### src/logic/hfis_params.svh
/*
  Offsets, field positions, reset values and sizes of the frame FIFO, interrupt and status block.
  Assumes it is included by bare name from every file that needs these names.
*/
`ifndef HFIS_PARAMS_SVH
`define HFIS_PARAMS_SVH

// ==========================================================================
// Register offsets (byte address on the plain register port).
`define HFIS_ADR_TXWIN_LAST 8'h1F
`define HFIS_ADR_RXFIFO 8'h20
`define HFIS_ADR_ISTAT 8'h21
`define HFIS_ADR_IMASK 8'h22
`define HFIS_ADR_STAT 8'h23
`define HFIS_ADR_CMD 8'h24
`define HFIS_ADR_EXMODE 8'h25
`define HFIS_ADR_RECEIVE_BYTE_COUNT_LOW 8'h26
`define HFIS_ADR_RECEIVE_BYTE_COUNT_HIGH 8'h27

// ==========================================================================
// Interrupt status bit positions.
`define HFIS_IS_RME 7
`define HFIS_IS_RPF 6
`define HFIS_IS_RFO 5
`define HFIS_IS_XPR 4
`define HFIS_IS_XMR 3
`define HFIS_IS_XDU 2

// ==========================================================================
// Status register bit positions.
`define HFIS_ST_TRANSMIT_DATA_OVERFLOW 7
`define HFIS_ST_XFW 6
`define HFIS_ST_RECEIVER_ACTIVE_FLAG 3
`define HFIS_ST_TRANSMITTER_ACTIVE_FLAG 1

// ==========================================================================
// Command bits.
`define HFIS_CMD_RMC 7
`define HFIS_CMD_RRES 6
`define HFIS_CMD_XTF 3
`define HFIS_CMD_XME 1
`define HFIS_CMD_TRANSMITTER_RESET_CMD 0

// ==========================================================================
// Extended mode bits.
`define HFIS_EX_TRANSMIT_BLOCK_SIZE 7
`define HFIS_EX_RECEIVE_BLOCK_SIZE_HI 6
`define HFIS_EX_RECEIVE_BLOCK_SIZE_LO 5
`define HFIS_EX_XTRANS 0

// ==========================================================================
// Reset values and sizes.
`define HFIS_RST_ISTAT 8'h10
`define HFIS_RST_IMASK 8'hFC
`define HFIS_RST_STAT 8'h40
`define HFIS_POOL_BIG 6'h20
`define HFIS_POOL_SMALL 6'h10
`define HFIS_ABORT_ONES 3'h7

`endif

### src/logic/hfis_pkg.sv
/*
  Types shared by the frame FIFO, interrupt and status block.
  Assumes hfis_params.svh is available for the constants.
*/
`default_nettype none
package hfis_pkg;
  // ========================================================================
  // Transmit line states, Gray coded along idle, data, crc, abort.
  typedef enum logic [1:0] {
    HFIS_TX_IDLE = 2'h0,
    HFIS_TX_DATA = 2'h1,
    HFIS_TX_TAIL = 2'h3,
    HFIS_TX_ABORT = 2'h2
  } hfis_tx_t;
endpackage : hfis_pkg
`default_nettype wire

### src/logic/hfis_fifo.sv
/*
  Flip-flop byte store with a write index, a read index and an occupancy count.
  Assumes one clock, synchronous reset, and that callers never read it empty.
*/
`timescale 1ns/1ps
`default_nettype none
`include "hfis_params.svh"
module hfis_fifo #(
  parameter int DEPTH = 32,
  parameter int AW = 5
) (
  input wire logic sys_clk_i,
  input wire logic reset_i,
  input wire logic clk_en_i,
  input wire logic clear_i,
  input wire logic wr_i,
  input wire logic [7:0] wdata_i,
  input wire logic rd_i,
  output logic [7:0] rdata_o,
  output logic [AW:0] count_o
);
  // ==========================================================================
  // Storage and indices.
  typedef struct packed {
    logic [DEPTH-1:0][7:0] mem;
    logic [AW-1:0] wp;
    logic [AW-1:0] rp;
    logic [AW:0] cnt;
  } hfis_fifo_st_t;
  hfis_fifo_st_t s_q, s_d;

  // Next state: a write beyond full overwrites the slot at the write index.
  always_comb begin
    s_d = s_q;
    if (clear_i) begin
      s_d.wp = '0;
      s_d.rp = '0;
      s_d.cnt = '0;
    end else begin
      if (wr_i) begin
        s_d.mem[s_q.wp] = wdata_i;
        s_d.wp = s_q.wp + 1'b1;
      end
      if (rd_i) begin
        s_d.rp = s_q.rp + 1'b1;
      end
      if (wr_i && !rd_i && s_q.cnt != DEPTH[AW:0]) begin
        s_d.cnt = s_q.cnt + 1'b1;
      end else if (rd_i && !wr_i && s_q.cnt != '0) begin
        s_d.cnt = s_q.cnt - 1'b1;
      end
    end
  end

  // Register the state.
  always_ff @(posedge sys_clk_i) begin
    if (reset_i) begin
      s_q <= '0;
    end else if (clk_en_i) begin
      s_q <= s_d;
    end
  end

  assign rdata_o = s_q.mem[s_q.rp];
  assign count_o = s_q.cnt;
endmodule : hfis_fifo
`default_nettype wire

### src/logic/hfis_top.sv
/*
  Frame FIFO, interrupt and status block of an HDLC controller: transmit pool
  FIFO, receive block FIFO, sticky flags with mask, status bits, byte count.
  Assumes a byte-wide line side that presents received bytes with frame marks
  and takes transmit bytes on request; one 10 MHz clock; synchronous reset.
*/
// The implementer's own choice: the strobed register port.
`timescale 1ns/1ps
`default_nettype none
`include "hfis_params.svh"
module hfis_top (
  input wire logic sys_clk_i,
  input wire logic reset_i,
  input wire logic clk_en_i,
  input wire logic [7:0] addr_i,
  input wire logic [7:0] wdata_i,
  input wire logic wr_i,
  input wire logic rd_i,
  output logic [7:0] rdata_o,
  output logic irq_o,
  input wire logic tx_req_i,
  output logic [7:0] tx_byte_o,
  output logic tx_valid_o,
  output logic tx_crc_o,
  output logic tx_abort_o,
  input wire logic tx_done_i,
  input wire logic collision_i,
  input wire logic rx_valid_i,
  input wire logic [7:0] rx_byte_i,
  input wire logic rx_open_i,
  input wire logic rx_end_i,
  input wire logic rx_abort_i
);
  // ==========================================================================
  // All state of the block.
  typedef struct packed {
    logic [7:0] istat;      // Sticky interrupt flags, pending regardless of mask.
    logic [7:0] imask;      // One hides a flag.
    logic [7:0] exmode;     // Block sizes and mode.
    logic transmit_block_size;             // Transmit block size in force, latched on commands.
    logic [1:0] receive_block_size;       // Receive block size in force.
    logic transmit_data_overflow;             // Pool overfilled.
    logic receiver_active_flag;             // Receiver active.
    logic transmitter_active_flag;             // Transmitter active.
    logic [5:0] pool_wr;    // Bytes written into the current pool.
    logic last_pool;        // Message end given: frame is complete in FIFO.
    logic both_cmd;         // Both commands given together.
    logic [7:0] sent;       // Bytes sent in this frame, saturating.
    hfis_pkg::hfis_tx_t txs;
    logic [2:0] ones;       // Abort ones still to send.
    logic rx_drop;          // Current receive frame is discarded.
    logic rx_busy;          // Receive FIFO holds unconfirmed data.
    logic [5:0] rx_blk;     // Bytes in current receive block.
    logic [11:0] rbc;       // Received byte count.
    logic [7:0] rdata;
    logic irq;
    logic [7:0] txb;
    logic txv;
    logic txc;
    logic txa;
  } hfis_st_t;
  hfis_st_t s_q, s_d;

  logic [5:0] tx_cnt;
  logic [7:0] tx_head;
  logic [5:0] rx_cnt;
  logic [7:0] rx_head;
  logic tx_push, tx_pop, tx_clr, rx_push, rx_pop, rx_clr;

  // Pool size in bytes from the block size bit.
  function automatic logic [5:0] pool_sz(input logic transmit_block_size);
    pool_sz = transmit_block_size ? `HFIS_POOL_SMALL : `HFIS_POOL_BIG;
  endfunction : pool_sz

  // Receive block size: 32, 16, 8 or 4 bytes.
  function automatic logic [5:0] rblk_sz(input logic [1:0] receive_block_size);
    rblk_sz = 6'h20 >> receive_block_size;
  endfunction : rblk_sz

  wire logic wr_win = wr_i && (addr_i <= `HFIS_ADR_TXWIN_LAST);
  wire logic wr_cmd = wr_i && (addr_i == `HFIS_ADR_CMD);
  wire logic cmd_xtf = wr_cmd && wdata_i[`HFIS_CMD_XTF];
  wire logic cmd_xme = wr_cmd && wdata_i[`HFIS_CMD_XME];
  wire logic cmd_transmitter_reset_cmd = wr_cmd && wdata_i[`HFIS_CMD_TRANSMITTER_RESET_CMD];
  wire logic cmd_rmc = wr_cmd && wdata_i[`HFIS_CMD_RMC];
  wire logic cmd_rres = wr_cmd && wdata_i[`HFIS_CMD_RRES];

  // ==========================================================================
  // FIFO control strobes.
  assign tx_push = wr_win && !cmd_transmitter_reset_cmd;
  assign tx_clr = cmd_transmitter_reset_cmd;
  assign tx_pop = (s_q.txs == hfis_pkg::HFIS_TX_DATA) && tx_req_i && (tx_cnt != '0);
  assign rx_push = rx_valid_i && !s_q.rx_drop && !s_q.rx_busy && (rx_cnt != 6'h20);
  assign rx_pop = rd_i && (addr_i == `HFIS_ADR_RXFIFO) && (rx_cnt != '0);
  assign rx_clr = cmd_rmc || cmd_rres;

  hfis_fifo #(.DEPTH(32), .AW(5)) u_txf (
    .sys_clk_i(sys_clk_i), .reset_i(reset_i), .clk_en_i(clk_en_i), .clear_i(tx_clr),
    .wr_i(tx_push), .wdata_i(wdata_i), .rd_i(tx_pop), .rdata_o(tx_head), .count_o(tx_cnt)
  );
  hfis_fifo #(.DEPTH(32), .AW(5)) u_rxf (
    .sys_clk_i(sys_clk_i), .reset_i(reset_i), .clk_en_i(clk_en_i), .clear_i(rx_clr),
    .wr_i(rx_push), .wdata_i(rx_byte_i), .rd_i(rx_pop), .rdata_o(rx_head), .count_o(rx_cnt)
  );

  // ==========================================================================
  // Next-state logic. Hardware sets of a flag win over a software clear.
  always_comb begin
    logic [7:0] set;
    logic [7:0] vis;
    logic [7:0] stat;
    set = '0;
    vis = '0;
    stat = '0;
    s_d = s_q;
    s_d.txv = 1'b0;
    s_d.txc = 1'b0;
    s_d.txa = 1'b0;
    // Host writes to settings.
    if (wr_i && addr_i == `HFIS_ADR_IMASK) begin
      s_d.imask = wdata_i;
    end
    if (wr_i && addr_i == `HFIS_ADR_EXMODE) begin
      s_d.exmode = wdata_i;
    end
    // Pool fill counting; a byte beyond the pool sets the overflow flag.
    if (tx_push) begin
      if (s_q.pool_wr == pool_sz(s_q.transmit_block_size)) begin
        s_d.transmit_data_overflow = 1'b1;
      end else begin
        s_d.pool_wr = s_q.pool_wr + 6'h01;
      end
    end
    // Transmit commands; the transmit block size takes effect here.
    if (cmd_transmitter_reset_cmd) begin
      s_d.txs = hfis_pkg::HFIS_TX_IDLE;
      s_d.transmitter_active_flag = 1'b0;
      s_d.transmit_data_overflow = 1'b0;
      s_d.pool_wr = '0;
      s_d.sent = '0;
      s_d.last_pool = 1'b0;
      s_d.transmit_block_size = s_q.exmode[`HFIS_EX_TRANSMIT_BLOCK_SIZE];
      set[`HFIS_IS_XPR] = 1'b1;
    end else if (cmd_xtf || cmd_xme) begin
      s_d.transmit_block_size = s_q.exmode[`HFIS_EX_TRANSMIT_BLOCK_SIZE];
      s_d.pool_wr = '0;
      s_d.transmit_data_overflow = 1'b0;
      s_d.last_pool = cmd_xme;
      s_d.both_cmd = cmd_xtf && cmd_xme;
      if (cmd_xtf) begin
        s_d.transmitter_active_flag = 1'b1;
      end
      s_d.txs = hfis_pkg::HFIS_TX_DATA;
    end
    // Transmit line side.
    case (s_q.txs)
      hfis_pkg::HFIS_TX_IDLE: begin
      end
      hfis_pkg::HFIS_TX_DATA: begin
        if (tx_pop) begin
          s_d.txb = tx_head;
          s_d.txv = 1'b1;
          if (s_q.sent != 8'hFF) begin
            s_d.sent = s_q.sent + 8'h01;
          end
          // Pool freed while frame incomplete.
          if (tx_cnt == 6'h01 && !s_q.last_pool && !s_q.both_cmd) begin
            set[`HFIS_IS_XPR] = 1'b1;
          end
        end else if (tx_req_i && tx_cnt == '0) begin
          if (s_q.last_pool) begin
            s_d.txs = hfis_pkg::HFIS_TX_TAIL;
          end else if (s_q.sent != '0) begin
            s_d.txs = hfis_pkg::HFIS_TX_ABORT;
            s_d.ones = `HFIS_ABORT_ONES;
            set[`HFIS_IS_XDU] = 1'b1;
          end
        end
      end
      hfis_pkg::HFIS_TX_TAIL: begin
        // Check sum and closing flag unless in extended transparent mode.
        s_d.txc = !s_q.exmode[`HFIS_EX_XTRANS];
        if (tx_done_i) begin
          s_d.txs = hfis_pkg::HFIS_TX_IDLE;
          s_d.transmitter_active_flag = 1'b0;
          s_d.sent = '0;
          set[`HFIS_IS_XPR] = 1'b1;
        end
      end
      hfis_pkg::HFIS_TX_ABORT: begin
        s_d.txa = 1'b1;
        if (tx_req_i) begin
          s_d.ones = s_q.ones - 3'h1;
          if (s_q.ones == 3'h1) begin
            s_d.txs = hfis_pkg::HFIS_TX_IDLE;
            s_d.transmitter_active_flag = 1'b0;
            s_d.sent = '0;
          end
        end
      end
      default: begin
        s_d.txs = hfis_pkg::HFIS_TX_IDLE;
      end
    endcase
    // Collision after the first pool asks for a repeat.
    if (collision_i && s_q.txs != hfis_pkg::HFIS_TX_IDLE &&
        s_q.sent >= {2'h0, pool_sz(s_q.transmit_block_size)}) begin
      set[`HFIS_IS_XMR] = 1'b1;
      s_d.txs = hfis_pkg::HFIS_TX_IDLE;
      s_d.transmitter_active_flag = 1'b0;
      s_d.sent = '0;
    end
    // Receive side.
    if (rx_clr) begin
      s_d.rx_busy = 1'b0;
      s_d.rx_blk = '0;
      s_d.receive_block_size = s_q.exmode[`HFIS_EX_RECEIVE_BLOCK_SIZE_HI:`HFIS_EX_RECEIVE_BLOCK_SIZE_LO];
    end
    if (rx_open_i) begin
      s_d.receiver_active_flag = 1'b1;
      s_d.rx_drop = s_q.rx_busy;
      s_d.rbc = '0;
    end
    if (rx_abort_i) begin
      s_d.receiver_active_flag = 1'b0;
    end
    if (rx_valid_i && (s_q.rx_busy || s_q.rx_drop)) begin
      if (!s_q.rx_drop) begin
        set[`HFIS_IS_RFO] = 1'b1;
      end
      s_d.rx_drop = 1'b1;
    end else if (rx_push) begin
      s_d.rbc = s_q.rbc + 12'h001;
      s_d.rx_blk = s_q.rx_blk + 6'h01;
      if (s_q.rx_blk + 6'h01 == rblk_sz(s_q.receive_block_size) && !rx_end_i) begin
        set[`HFIS_IS_RPF] = 1'b1;
        s_d.rx_busy = 1'b1;
      end
    end
    if (rx_end_i) begin
      if (!s_q.rx_drop && !(rx_valid_i && s_q.rx_busy)) begin
        set[`HFIS_IS_RME] = 1'b1;
        s_d.rx_busy = 1'b1;
      end
      s_d.rx_drop = 1'b0;
    end
    // Flags clear on read of their visible bits; sets win.
    vis = s_q.istat & ~s_q.imask;
    if (rd_i && addr_i == `HFIS_ADR_ISTAT) begin
      s_d.istat = (s_q.istat & s_q.imask) | set;
    end else begin
      s_d.istat = s_q.istat | set;
    end
    s_d.irq = |((s_d.istat) & ~s_d.imask);
    // Status view.
    stat[`HFIS_ST_TRANSMIT_DATA_OVERFLOW] = s_q.transmit_data_overflow;
    stat[`HFIS_ST_XFW] = (tx_cnt <= 6'h20 - pool_sz(s_q.transmit_block_size)) && (s_q.pool_wr != pool_sz(s_q.transmit_block_size));
    stat[`HFIS_ST_RECEIVER_ACTIVE_FLAG] = s_q.receiver_active_flag;
    stat[`HFIS_ST_TRANSMITTER_ACTIVE_FLAG] = s_q.transmitter_active_flag;
    // Read data, one cycle after the strobe.
    s_d.rdata = '0;
    if (rd_i) begin
      case (addr_i)
        `HFIS_ADR_RXFIFO: s_d.rdata = rx_head;
        `HFIS_ADR_ISTAT: s_d.rdata = vis;
        `HFIS_ADR_IMASK: s_d.rdata = s_q.imask;
        `HFIS_ADR_STAT: s_d.rdata = stat;
        `HFIS_ADR_EXMODE: s_d.rdata = s_q.exmode;
        `HFIS_ADR_RECEIVE_BYTE_COUNT_LOW: s_d.rdata = s_q.rbc[7:0];
        `HFIS_ADR_RECEIVE_BYTE_COUNT_HIGH: s_d.rdata = {4'h0, s_q.rbc[11:8]};
        default: s_d.rdata = '0;
      endcase
    end
  end

  // Register all state; istat and imask reset values come from the header, the rest resets to zero.
  always_ff @(posedge sys_clk_i) begin
    if (reset_i) begin
      s_q <= '0;
      s_q.istat <= `HFIS_RST_ISTAT;
      s_q.imask <= `HFIS_RST_IMASK;
      s_q.txs <= hfis_pkg::HFIS_TX_IDLE;
    end else if (clk_en_i) begin
      s_q <= s_d;
    end
  end

  assign rdata_o = s_q.rdata;
  assign irq_o = s_q.irq;
  assign tx_byte_o = s_q.txb;
  assign tx_valid_o = s_q.txv;
  assign tx_crc_o = s_q.txc;
  assign tx_abort_o = s_q.txa;

  // ==========================================================================
  // Checks.
  chk_irq_follows_flags: assert property (@(posedge sys_clk_i) disable iff (reset_i)
    clk_en_i |=> irq_o == |($past(s_d.istat) & ~$past(s_d.imask))) else $error("irq mismatch");
  chk_transmit_block_size_pool_size: assert property (@(posedge sys_clk_i) disable iff (reset_i)
    clk_en_i && (cmd_xtf || cmd_xme || cmd_transmitter_reset_cmd) |=> s_q.transmit_block_size == $past(s_q.exmode[`HFIS_EX_TRANSMIT_BLOCK_SIZE]))
    else $error("pool size not latched");
  chk_masked_kept: assert property (@(posedge sys_clk_i) disable iff (reset_i)
    clk_en_i && s_q.istat[`HFIS_IS_XPR] && s_q.imask[`HFIS_IS_XPR] |=> s_q.istat[`HFIS_IS_XPR])
    else $error("masked flag lost");
  chk_transmitter_reset_cmd_empties: assert property (@(posedge sys_clk_i) disable iff (reset_i)
    clk_en_i && cmd_transmitter_reset_cmd |=> tx_cnt == '0 && !s_q.transmitter_active_flag) else $error("transmitter_reset_cmd did not clear");
  chk_xdu_abort: assert property (@(posedge sys_clk_i) disable iff (reset_i)
    clk_en_i && s_q.txs == hfis_pkg::HFIS_TX_DATA && s_d.txs == hfis_pkg::HFIS_TX_ABORT
    |=> s_q.istat[`HFIS_IS_XDU] && s_q.ones == 3'h7) else $error("underrun not flagged");
  chk_xtf_active: assert property (@(posedge sys_clk_i) disable iff (reset_i)
    clk_en_i && cmd_xtf && !cmd_transmitter_reset_cmd |=> s_q.transmitter_active_flag) else $error("transmitter_active_flag not set");
  chk_receiver_active_flag_abort: assert property (@(posedge sys_clk_i) disable iff (reset_i)
    clk_en_i && rx_abort_i |=> !s_q.receiver_active_flag) else $error("receiver_active_flag not cleared");
  chk_rfo_drop: assert property (@(posedge sys_clk_i) disable iff (reset_i)
    clk_en_i && rx_valid_i && s_q.rx_busy && !s_q.rx_drop |=> s_q.istat[`HFIS_IS_RFO] && !$past(rx_push))
    else $error("overflow not flagged");
  chk_rme_set: assert property (@(posedge sys_clk_i) disable iff (reset_i)
    clk_en_i && rx_end_i && !s_q.rx_drop && !s_q.rx_busy |=> s_q.istat[`HFIS_IS_RME])
    else $error("message end missed");
  chk_tx_fill: assert property (@(posedge sys_clk_i) disable iff (reset_i)
    clk_en_i && tx_push && !tx_pop && tx_cnt < 6'h20 |=> tx_cnt == $past(tx_cnt) + 6'h01)
    else $error("fifo did not advance");
endmodule : hfis_top
`default_nettype wire

### config.mk
export PLATFORM = sky130hd
export DESIGN_NAME = hfis_top
export DESIGN_NICKNAME = d
export VERILOG_FILES = /design/src/logic/hfis_pkg.sv /design/src/logic/hfis_fifo.sv /design/src/logic/hfis_top.sv
export VERILOG_INCLUDE_DIRS = /design/src /design/src/logic
export SDC_FILE = /design/constraint.sdc
export NUM_CORES = 2
export LEC_CHECK = 0
export BUFFER_PORTS_ARGS = -buffer_cell sky130_fd_sc_hd__clkbuf_2
export CAP_MARGIN = 20
export CORE_ASPECT_RATIO = 0.6
export CORE_MARGIN = 3
export CORE_UTILIZATION = 60
export CTS_CLUSTER_DIAMETER = 100
export DETAILED_ROUTE_END_ITERATION = 16
export PLACE_DENSITY = 0.77
export SYNTH_ARGS = -nofsm -noshare
export SYNTH_HDL_FRONTEND = slang
export SYNTH_SLANG_ARGS = --single-unit
### constraint.sdc
create_clock -name sys_clk_i -period 4.1 [get_ports sys_clk_i]
set_input_delay 0.82 -clock sys_clk_i [delete_from_list [all_inputs] [get_ports sys_clk_i]]
set_output_delay 0.82 -clock sys_clk_i [all_outputs]
set_load 0.02 [all_outputs]
After elaboration in Yosys (flattened, before gate mapping):

Cells that the tools add are included.

* bitwise gates (word level): 9
* order comparisons: 9
* shift operators: 1
* muxes and demuxes: 90
* reduce and logical (&&, ||, !) cells: 90
* eq/ne operators: 25
* add/subtract/negate cells: 14

Operator list (number)
* $bwmux W256: 2
* $mux W8: 11
* $bmux W8 S5: 2
* $demux W8 S5: 2
* $eq A8 B6 Y1 const B: 8
* $pmux W8 S7: 1
* $mux W6: 7
* $logic_and A1 B1 Y1: 39
* $mux W1: 38
* $mux W19: 2
* $mux W5: 7
* $mux W16: 2
* $mux W10: 3
* $pmux W10 S3: 1
* $add A6 B1 Y6 const B: 4
* $and A8 B8 Y8: 3
* $lt A5 B6 Y1 const B: 4
* $reduce_and A2 Y1: 11
* $add A5 B1 Y5 const B: 4
* $reduce_and A3 Y1: 6
* $not A8 Y8: 2
* $or A8 B8 Y8: 2
* $reduce_bool A2 Y1: 8
* $reduce_bool A3 Y1: 5
* 37 further kinds: 64

* bits of input ports: 36
* output and inout port bits: 20
* logic and storage cells: 332
* flip-flop bits (word level): 635

Logic depth before layout (Yosys ltp):

* word-level depth: 12
* depth in mapped cells: 11
* depth with buffers taken out: 10

By module:

A second synthesis with hierarchy kept.

* cells, all modules: 3669
* area total of the unflattened synthesis: 30365.4 um^2

By module, submodules not included
* hfis_fifo at u_rxf: area each 12540.8 um^2, cells each 1472, seq. area each 5445.2 um^2, times used 1
* hfis_fifo at u_txf: area each 12455.7 um^2, cells each 1513, seq. area each 5445.2 um^2, times used 1
* hfis_top: area each 5368.9 um^2, cells each 684, seq. area each 1821.7 um^2, times used 1

Worst setup path after synthesis:

OpenSTA, ideal clock, no wires.

* kind: input port to flip-flop
* start: input addr_i[6]
* end: register u_rxf.s_q, in the netlist u_rxf.count_o[5]
* cell stages on the path: 10
* setup time: 0.127 ns
* slack: 0.855 ns
* arrival: 3.118 ns
* required time: 3.973 ns
* path buffers: 0
* cell sequence: nor4b_4 nand4_1 o21ai_1 ha_1 a21o_1 a21oi_1 o21ai_0 xnor2_1 mux2i_1 o31ai_1

* longest elaborated chain between the ends: 8
* elaborated cells on any way between the ends: 17
* those cells by class: 2 x eq/ne; 2 x mux; 13 x reduce/logical

RTL lines
* start, declared: line hfis_top.sv:15 `input wire logic [7:0] addr_i,`
* $eq A8 B6 Y1
* $logic_and A1 B1 Y1 (2 in a row): line hfis_top.sv:94 `` assign rx_pop = rd_i && (addr_i == `HFIS_ADR_RXFIFO) && (rx_cnt != '0); ``
* $logic_not A1 Y1: line hfis_fifo.sv:47 `if (wr_i && !rd_i && s_q.cnt != DEPTH[AW:0]) begin`
* $logic_and A1 B1 Y1 (2 in a row): line hfis_fifo.sv:47
* $reduce_bool A3 Y1 (no line) or $mux W6 (tied branches)
* $reduce_and A2 Y1 (no line) or $mux W16 (tied branches)
* end signal, assigned: line hfis_fifo.sv:58 `s_q <= '0;`
* end signal, assigned: line hfis_fifo.sv:60 `s_q <= s_d;`
* end, declared: line hfis_fifo.sv:30 `hfis_fifo_st_t s_q, s_d;`

Parallel ways exist; a longest one is shown, timed or not.
A chain may end at the register's enable or synchronous reset.

Final worst setup path:

* start: register s_q[38] (netlist name)
* end: register u_rxf.s_q[95] (netlist name)

* longest elaborated chain between the ends: 4

RTL lines
* start, declared: line hfis_top.sv:62 `hfis_st_t s_q, s_d;`
* $logic_not A1 Y1: line hfis_top.sv:93 `assign rx_push = rx_valid_i && !s_q.rx_drop && !s_q.rx_busy && (rx_cnt != 6'h20);`
* $logic_and A1 B1 Y1 (2 in a row): line hfis_top.sv:93
* $reduce_and A3 Y1 (no line)

No other way between the ends.

==> metrics.csv <==
metric,value,unit
Yosys Warn Count,0,
cell count after synthesis,3385,
Crit Path Class,reg2reg,
crit path launch type,flop,
Hold Path Sink,s_q[62],
Fin Setup TNS,0,ns
Min-Delay Path Class,in2reg,
hold path depth,2,
CTS buffer count,57,
main combinational cell family by area after synthesis,simple AND/OR/NAND/NOR gates,
DR iter-0 viols,3828,
die area,0.0525,mm²
simple-gate share of the synthesized area,21.0,%
Die Wd,294,µm
XOR/XNOR share of the synthesized area,0.764,%
Buffers on Ports,55,
Clock Latency Late Sink,0.64,ns
htree depth,2,
number of global-route vias before repair,24300,
antenna violations before repair,5,
Global Route Usage Sum,33.3,%
Clock Path Buffers,3,
placed inst area,0.0303,mm²
Crit path max-delay family,compound AO/OA/AOI/OAI gates,
"Hold-fix buffers, CTS",0,
largest net degree at the start of global routing,212,
Post-CTS Setup Bufs,0,
"FF+latch count, synth",635,
Worst-Margin Slew,1.18,ns
Total Wirelength,89400,µm
Finish-stage setup viols,0,
Gate power share,4.7,%
syn avg cell area,8.81,µm²
hold_sp,rx_abort_i,
WL/cell,22.7,µm
global placer's final weighted congestion,0.885,
Seq pwr share,50.7,%
io pins,56,
reg2reg end,u_rxf.s_q[95],
"Cell Area, Synth",0.0298,mm²
Pint,9.30,mW
crit end category,flop,
Synth async-reset ratio,0,%
CTS tree,yes,
final hold vios,0,
DRT Pass-1 Iters,7,
vias post-DR,26400,
LEAKAGE,10.3,nW
Layout Skew,0.0295,ns
initial cell density of the core,61.5,%
Layout area overhead,8.03,%
fin area,0.0322,mm²
"Net Count, Synth",3451,
post-detail-place hpwl,57700,µm
die height,179,µm
top_reg_cell synth,dfxtp_1,
Worst EP arrival,3.59,ns
fin nets,3321,
post-synthesis mux area share,16.2,%
worst-path cell with the longest stage delay,o211a_2,
remaining global-route overflow,0,
max-cap viol count,0,
net switching power,2.97,mW
RSZ-0062 raised after global routing,false,
Final Max Tran Viols,0,
Synth Area in Adders,1.28,%
Worst-path clk slew,0.08,ns
PwrDens,381,mW/mm²
slew margin rel.,21.6,%
post_cts resized,0,
clock power share,44.6,%
r2r startpoint,s_q[38],
share of layout cells above drive strength 1,13.5,%
r2r setup slk,0.96,ns
first-pass GRT wire length,138000,µm
Vias/cell,6.69,
row cnt,62,
worst-case reg-to-reg path depth,6,
Post-synth EDFFs,0,
# fillers,3758,
status,"complete, no violations",
crit path max fanout,39,
cell mode on critical path,nand2_1,
Sinks on Clock Net,635,
# DRC,0,
core area,0.0485,mm²
crit path cell chain,or3b_1 -> a211oi_2 -> o211a_2 -> nand2_1 -> nand2_1 -> a21oi_1,
period utilisation layout,76.7,%
crit path buf inv count,0,
Final min period,3.14,ns
worst vdd ir,0.375,mV
Yosys cell types,86,
Root Driver,clkbuf_16,
worst stage delay on the critical path,0.92,ns
compound-cell area share of the yosys netlist,13.1,%
switch share,24.2,%
Routed Antenna Nets,0,
Peak Freq,318,MHz
Worst EP required,4.55,ns
register area share after synthesis,42.6,%
## cells in the final DEF (no fill, tap or decap), drive strengths merged, types with 18 or more instances in the layout
master,instances
nor3,26
ha,29
mux2i,106
clkbuf,134
o21ai,40
inv,41
nand3,470
buf,79
xor2,18
mux4,160
dfxtp,635
nor2,180
a211oi,22
nand2,568
and3,21
a21oi,502
## Yosys cell counts, drive strengths merged (6+ instances only)
cell	n	area, µm²
nor4b	7	82.6
a22oi	13	97.6
nand3	470	2350
ha	29	363
o211ai	11	87.6
nand4	17	106
buf	89	494
and2	12	75.1
nor2	180	676
o21a	9	68.8
mux2i	106	1060
o211a	10	100
o21ai	40	200
xor2	18	158
o31ai	8	60.1
nand2b	7	43.8
a31oi	7	43.8
a22o	6	52.6
mux4	160	3600
nand3b	7	52.6
dfxtp	635	12700
inv	38	143
clkbuf	233	875
mux2	14	158
nor3	26	161
a221oi	9	78.8
nand2	568	2140
a21oi	502	2520
xnor2	8	70.1
and3	21	131
a211oi	22	175
nor2b	12	75.1
nor3b	13	97.6
## worst max path at each step
stage | start | end | slack, ns | cells past startpoint
floorplan | addr_i[6] | u_rxf.count_o[5] | 0.85 | 10
global placement | rx_valid_i | u_rxf.s_q[139] | 0.62 | 7
detailed placement | rx_valid_i | u_rxf.s_q[95] | 0.53 | 7
CTS | s_q[38] | u_rxf.s_q[88] | 1.01 | 6
global route | s_q[38] | u_rxf.s_q[95] | 0.80 | 6
finish | s_q[38] | u_rxf.s_q[95] | 0.96 | 6
## power groups by stage
| stage | sequential, mW | clock [mW] | combinational [mW] |
|---|---|---|---|
| 3_5_place_dp | 6.35 | 0 | 0.558 |
| 5_1_grt | 6.21 | 5.75 | 0.615 |
| 3_3_place_gp | 6.35 | 0 | 0.546 |
| 6_report | 6.21 | 5.47 | 0.580 |
| 4_1_cts | 6.21 | 5.49 | 0.560 |
| 2_1_floorplan | 6.35 | 0 | 0.372 |
## worst reg2reg max path: stages, from the launching register on
cell and delay, ns:
dfxtp_1 0.39, or3b_1 0.50, a211oi_2 0.37, o211a_2 0.92
nand2_1 0.50, nand2_1 0.20, a21oi_1 0.08
## cells by family after synthesis
logic type | Yosys count
compound gates | 684
xor+xnor | 26
fa+ha+maj | 30
buf+inv | 361
flops | 635
mux | 280
simple gates | 1369
## layer usage
layer / track usage (%) / routed length [µm] / vias up
met2: 47.8 / 37800 / 1673
met1: 48.7 / 36900 / 12700
met5: 0 / 47 / -
met4: 8.95 / 1910 / 8
li1: - / - / 11800
met3: 10.1 / 12700 / 177
## state kept, by name, summed over array words and instances (netlist names)
name	flops
u_txf.count_o	6
rdata_o	8
s_q	71
tx_byte_o	8
tx_abort_o	1
u_rxf.s_q	266
u_txf.s_q	266
tx_valid_o	1
u_rxf.count_o	6
tx_crc_o	1
irq_o	1
## final cells by class
class                      count  area (µm²)  share of cell area, %
clock inverter                25         280                  0.870
inverter                      39         146                  0.455
antenna                        1        2.50                0.00777
sequential                   635       12700                   39.5
timing repair buffer         133        1000                   3.12
tap                          640         801                   2.49
multi-input combinational   2389       15600                   48.6
clock buffer                  80        1610                   5.01
## through the flow
step / total power, mW / setup WS, ns / hold slack, ns / cells / utilization (%)
after floorplan: 6.72 / 0.855 / 0.431 / 3385 / -
after global placement: 6.90 / 0.625 / 0.438 / 3835 / 62.5
after detailed placement: 6.91 / 0.531 / 0.443 / 3835 / 62.5
after CTS: 12.3 / 1.01 / 0.388 / 3940 / 66.4
after global routing: 12.6 / 0.796 / 0.399 / 3941 / 66.4
final: 12.3 / 0.956 / 0.404 / 3942 / 66.4
Power figures use the tool's default switching activity.
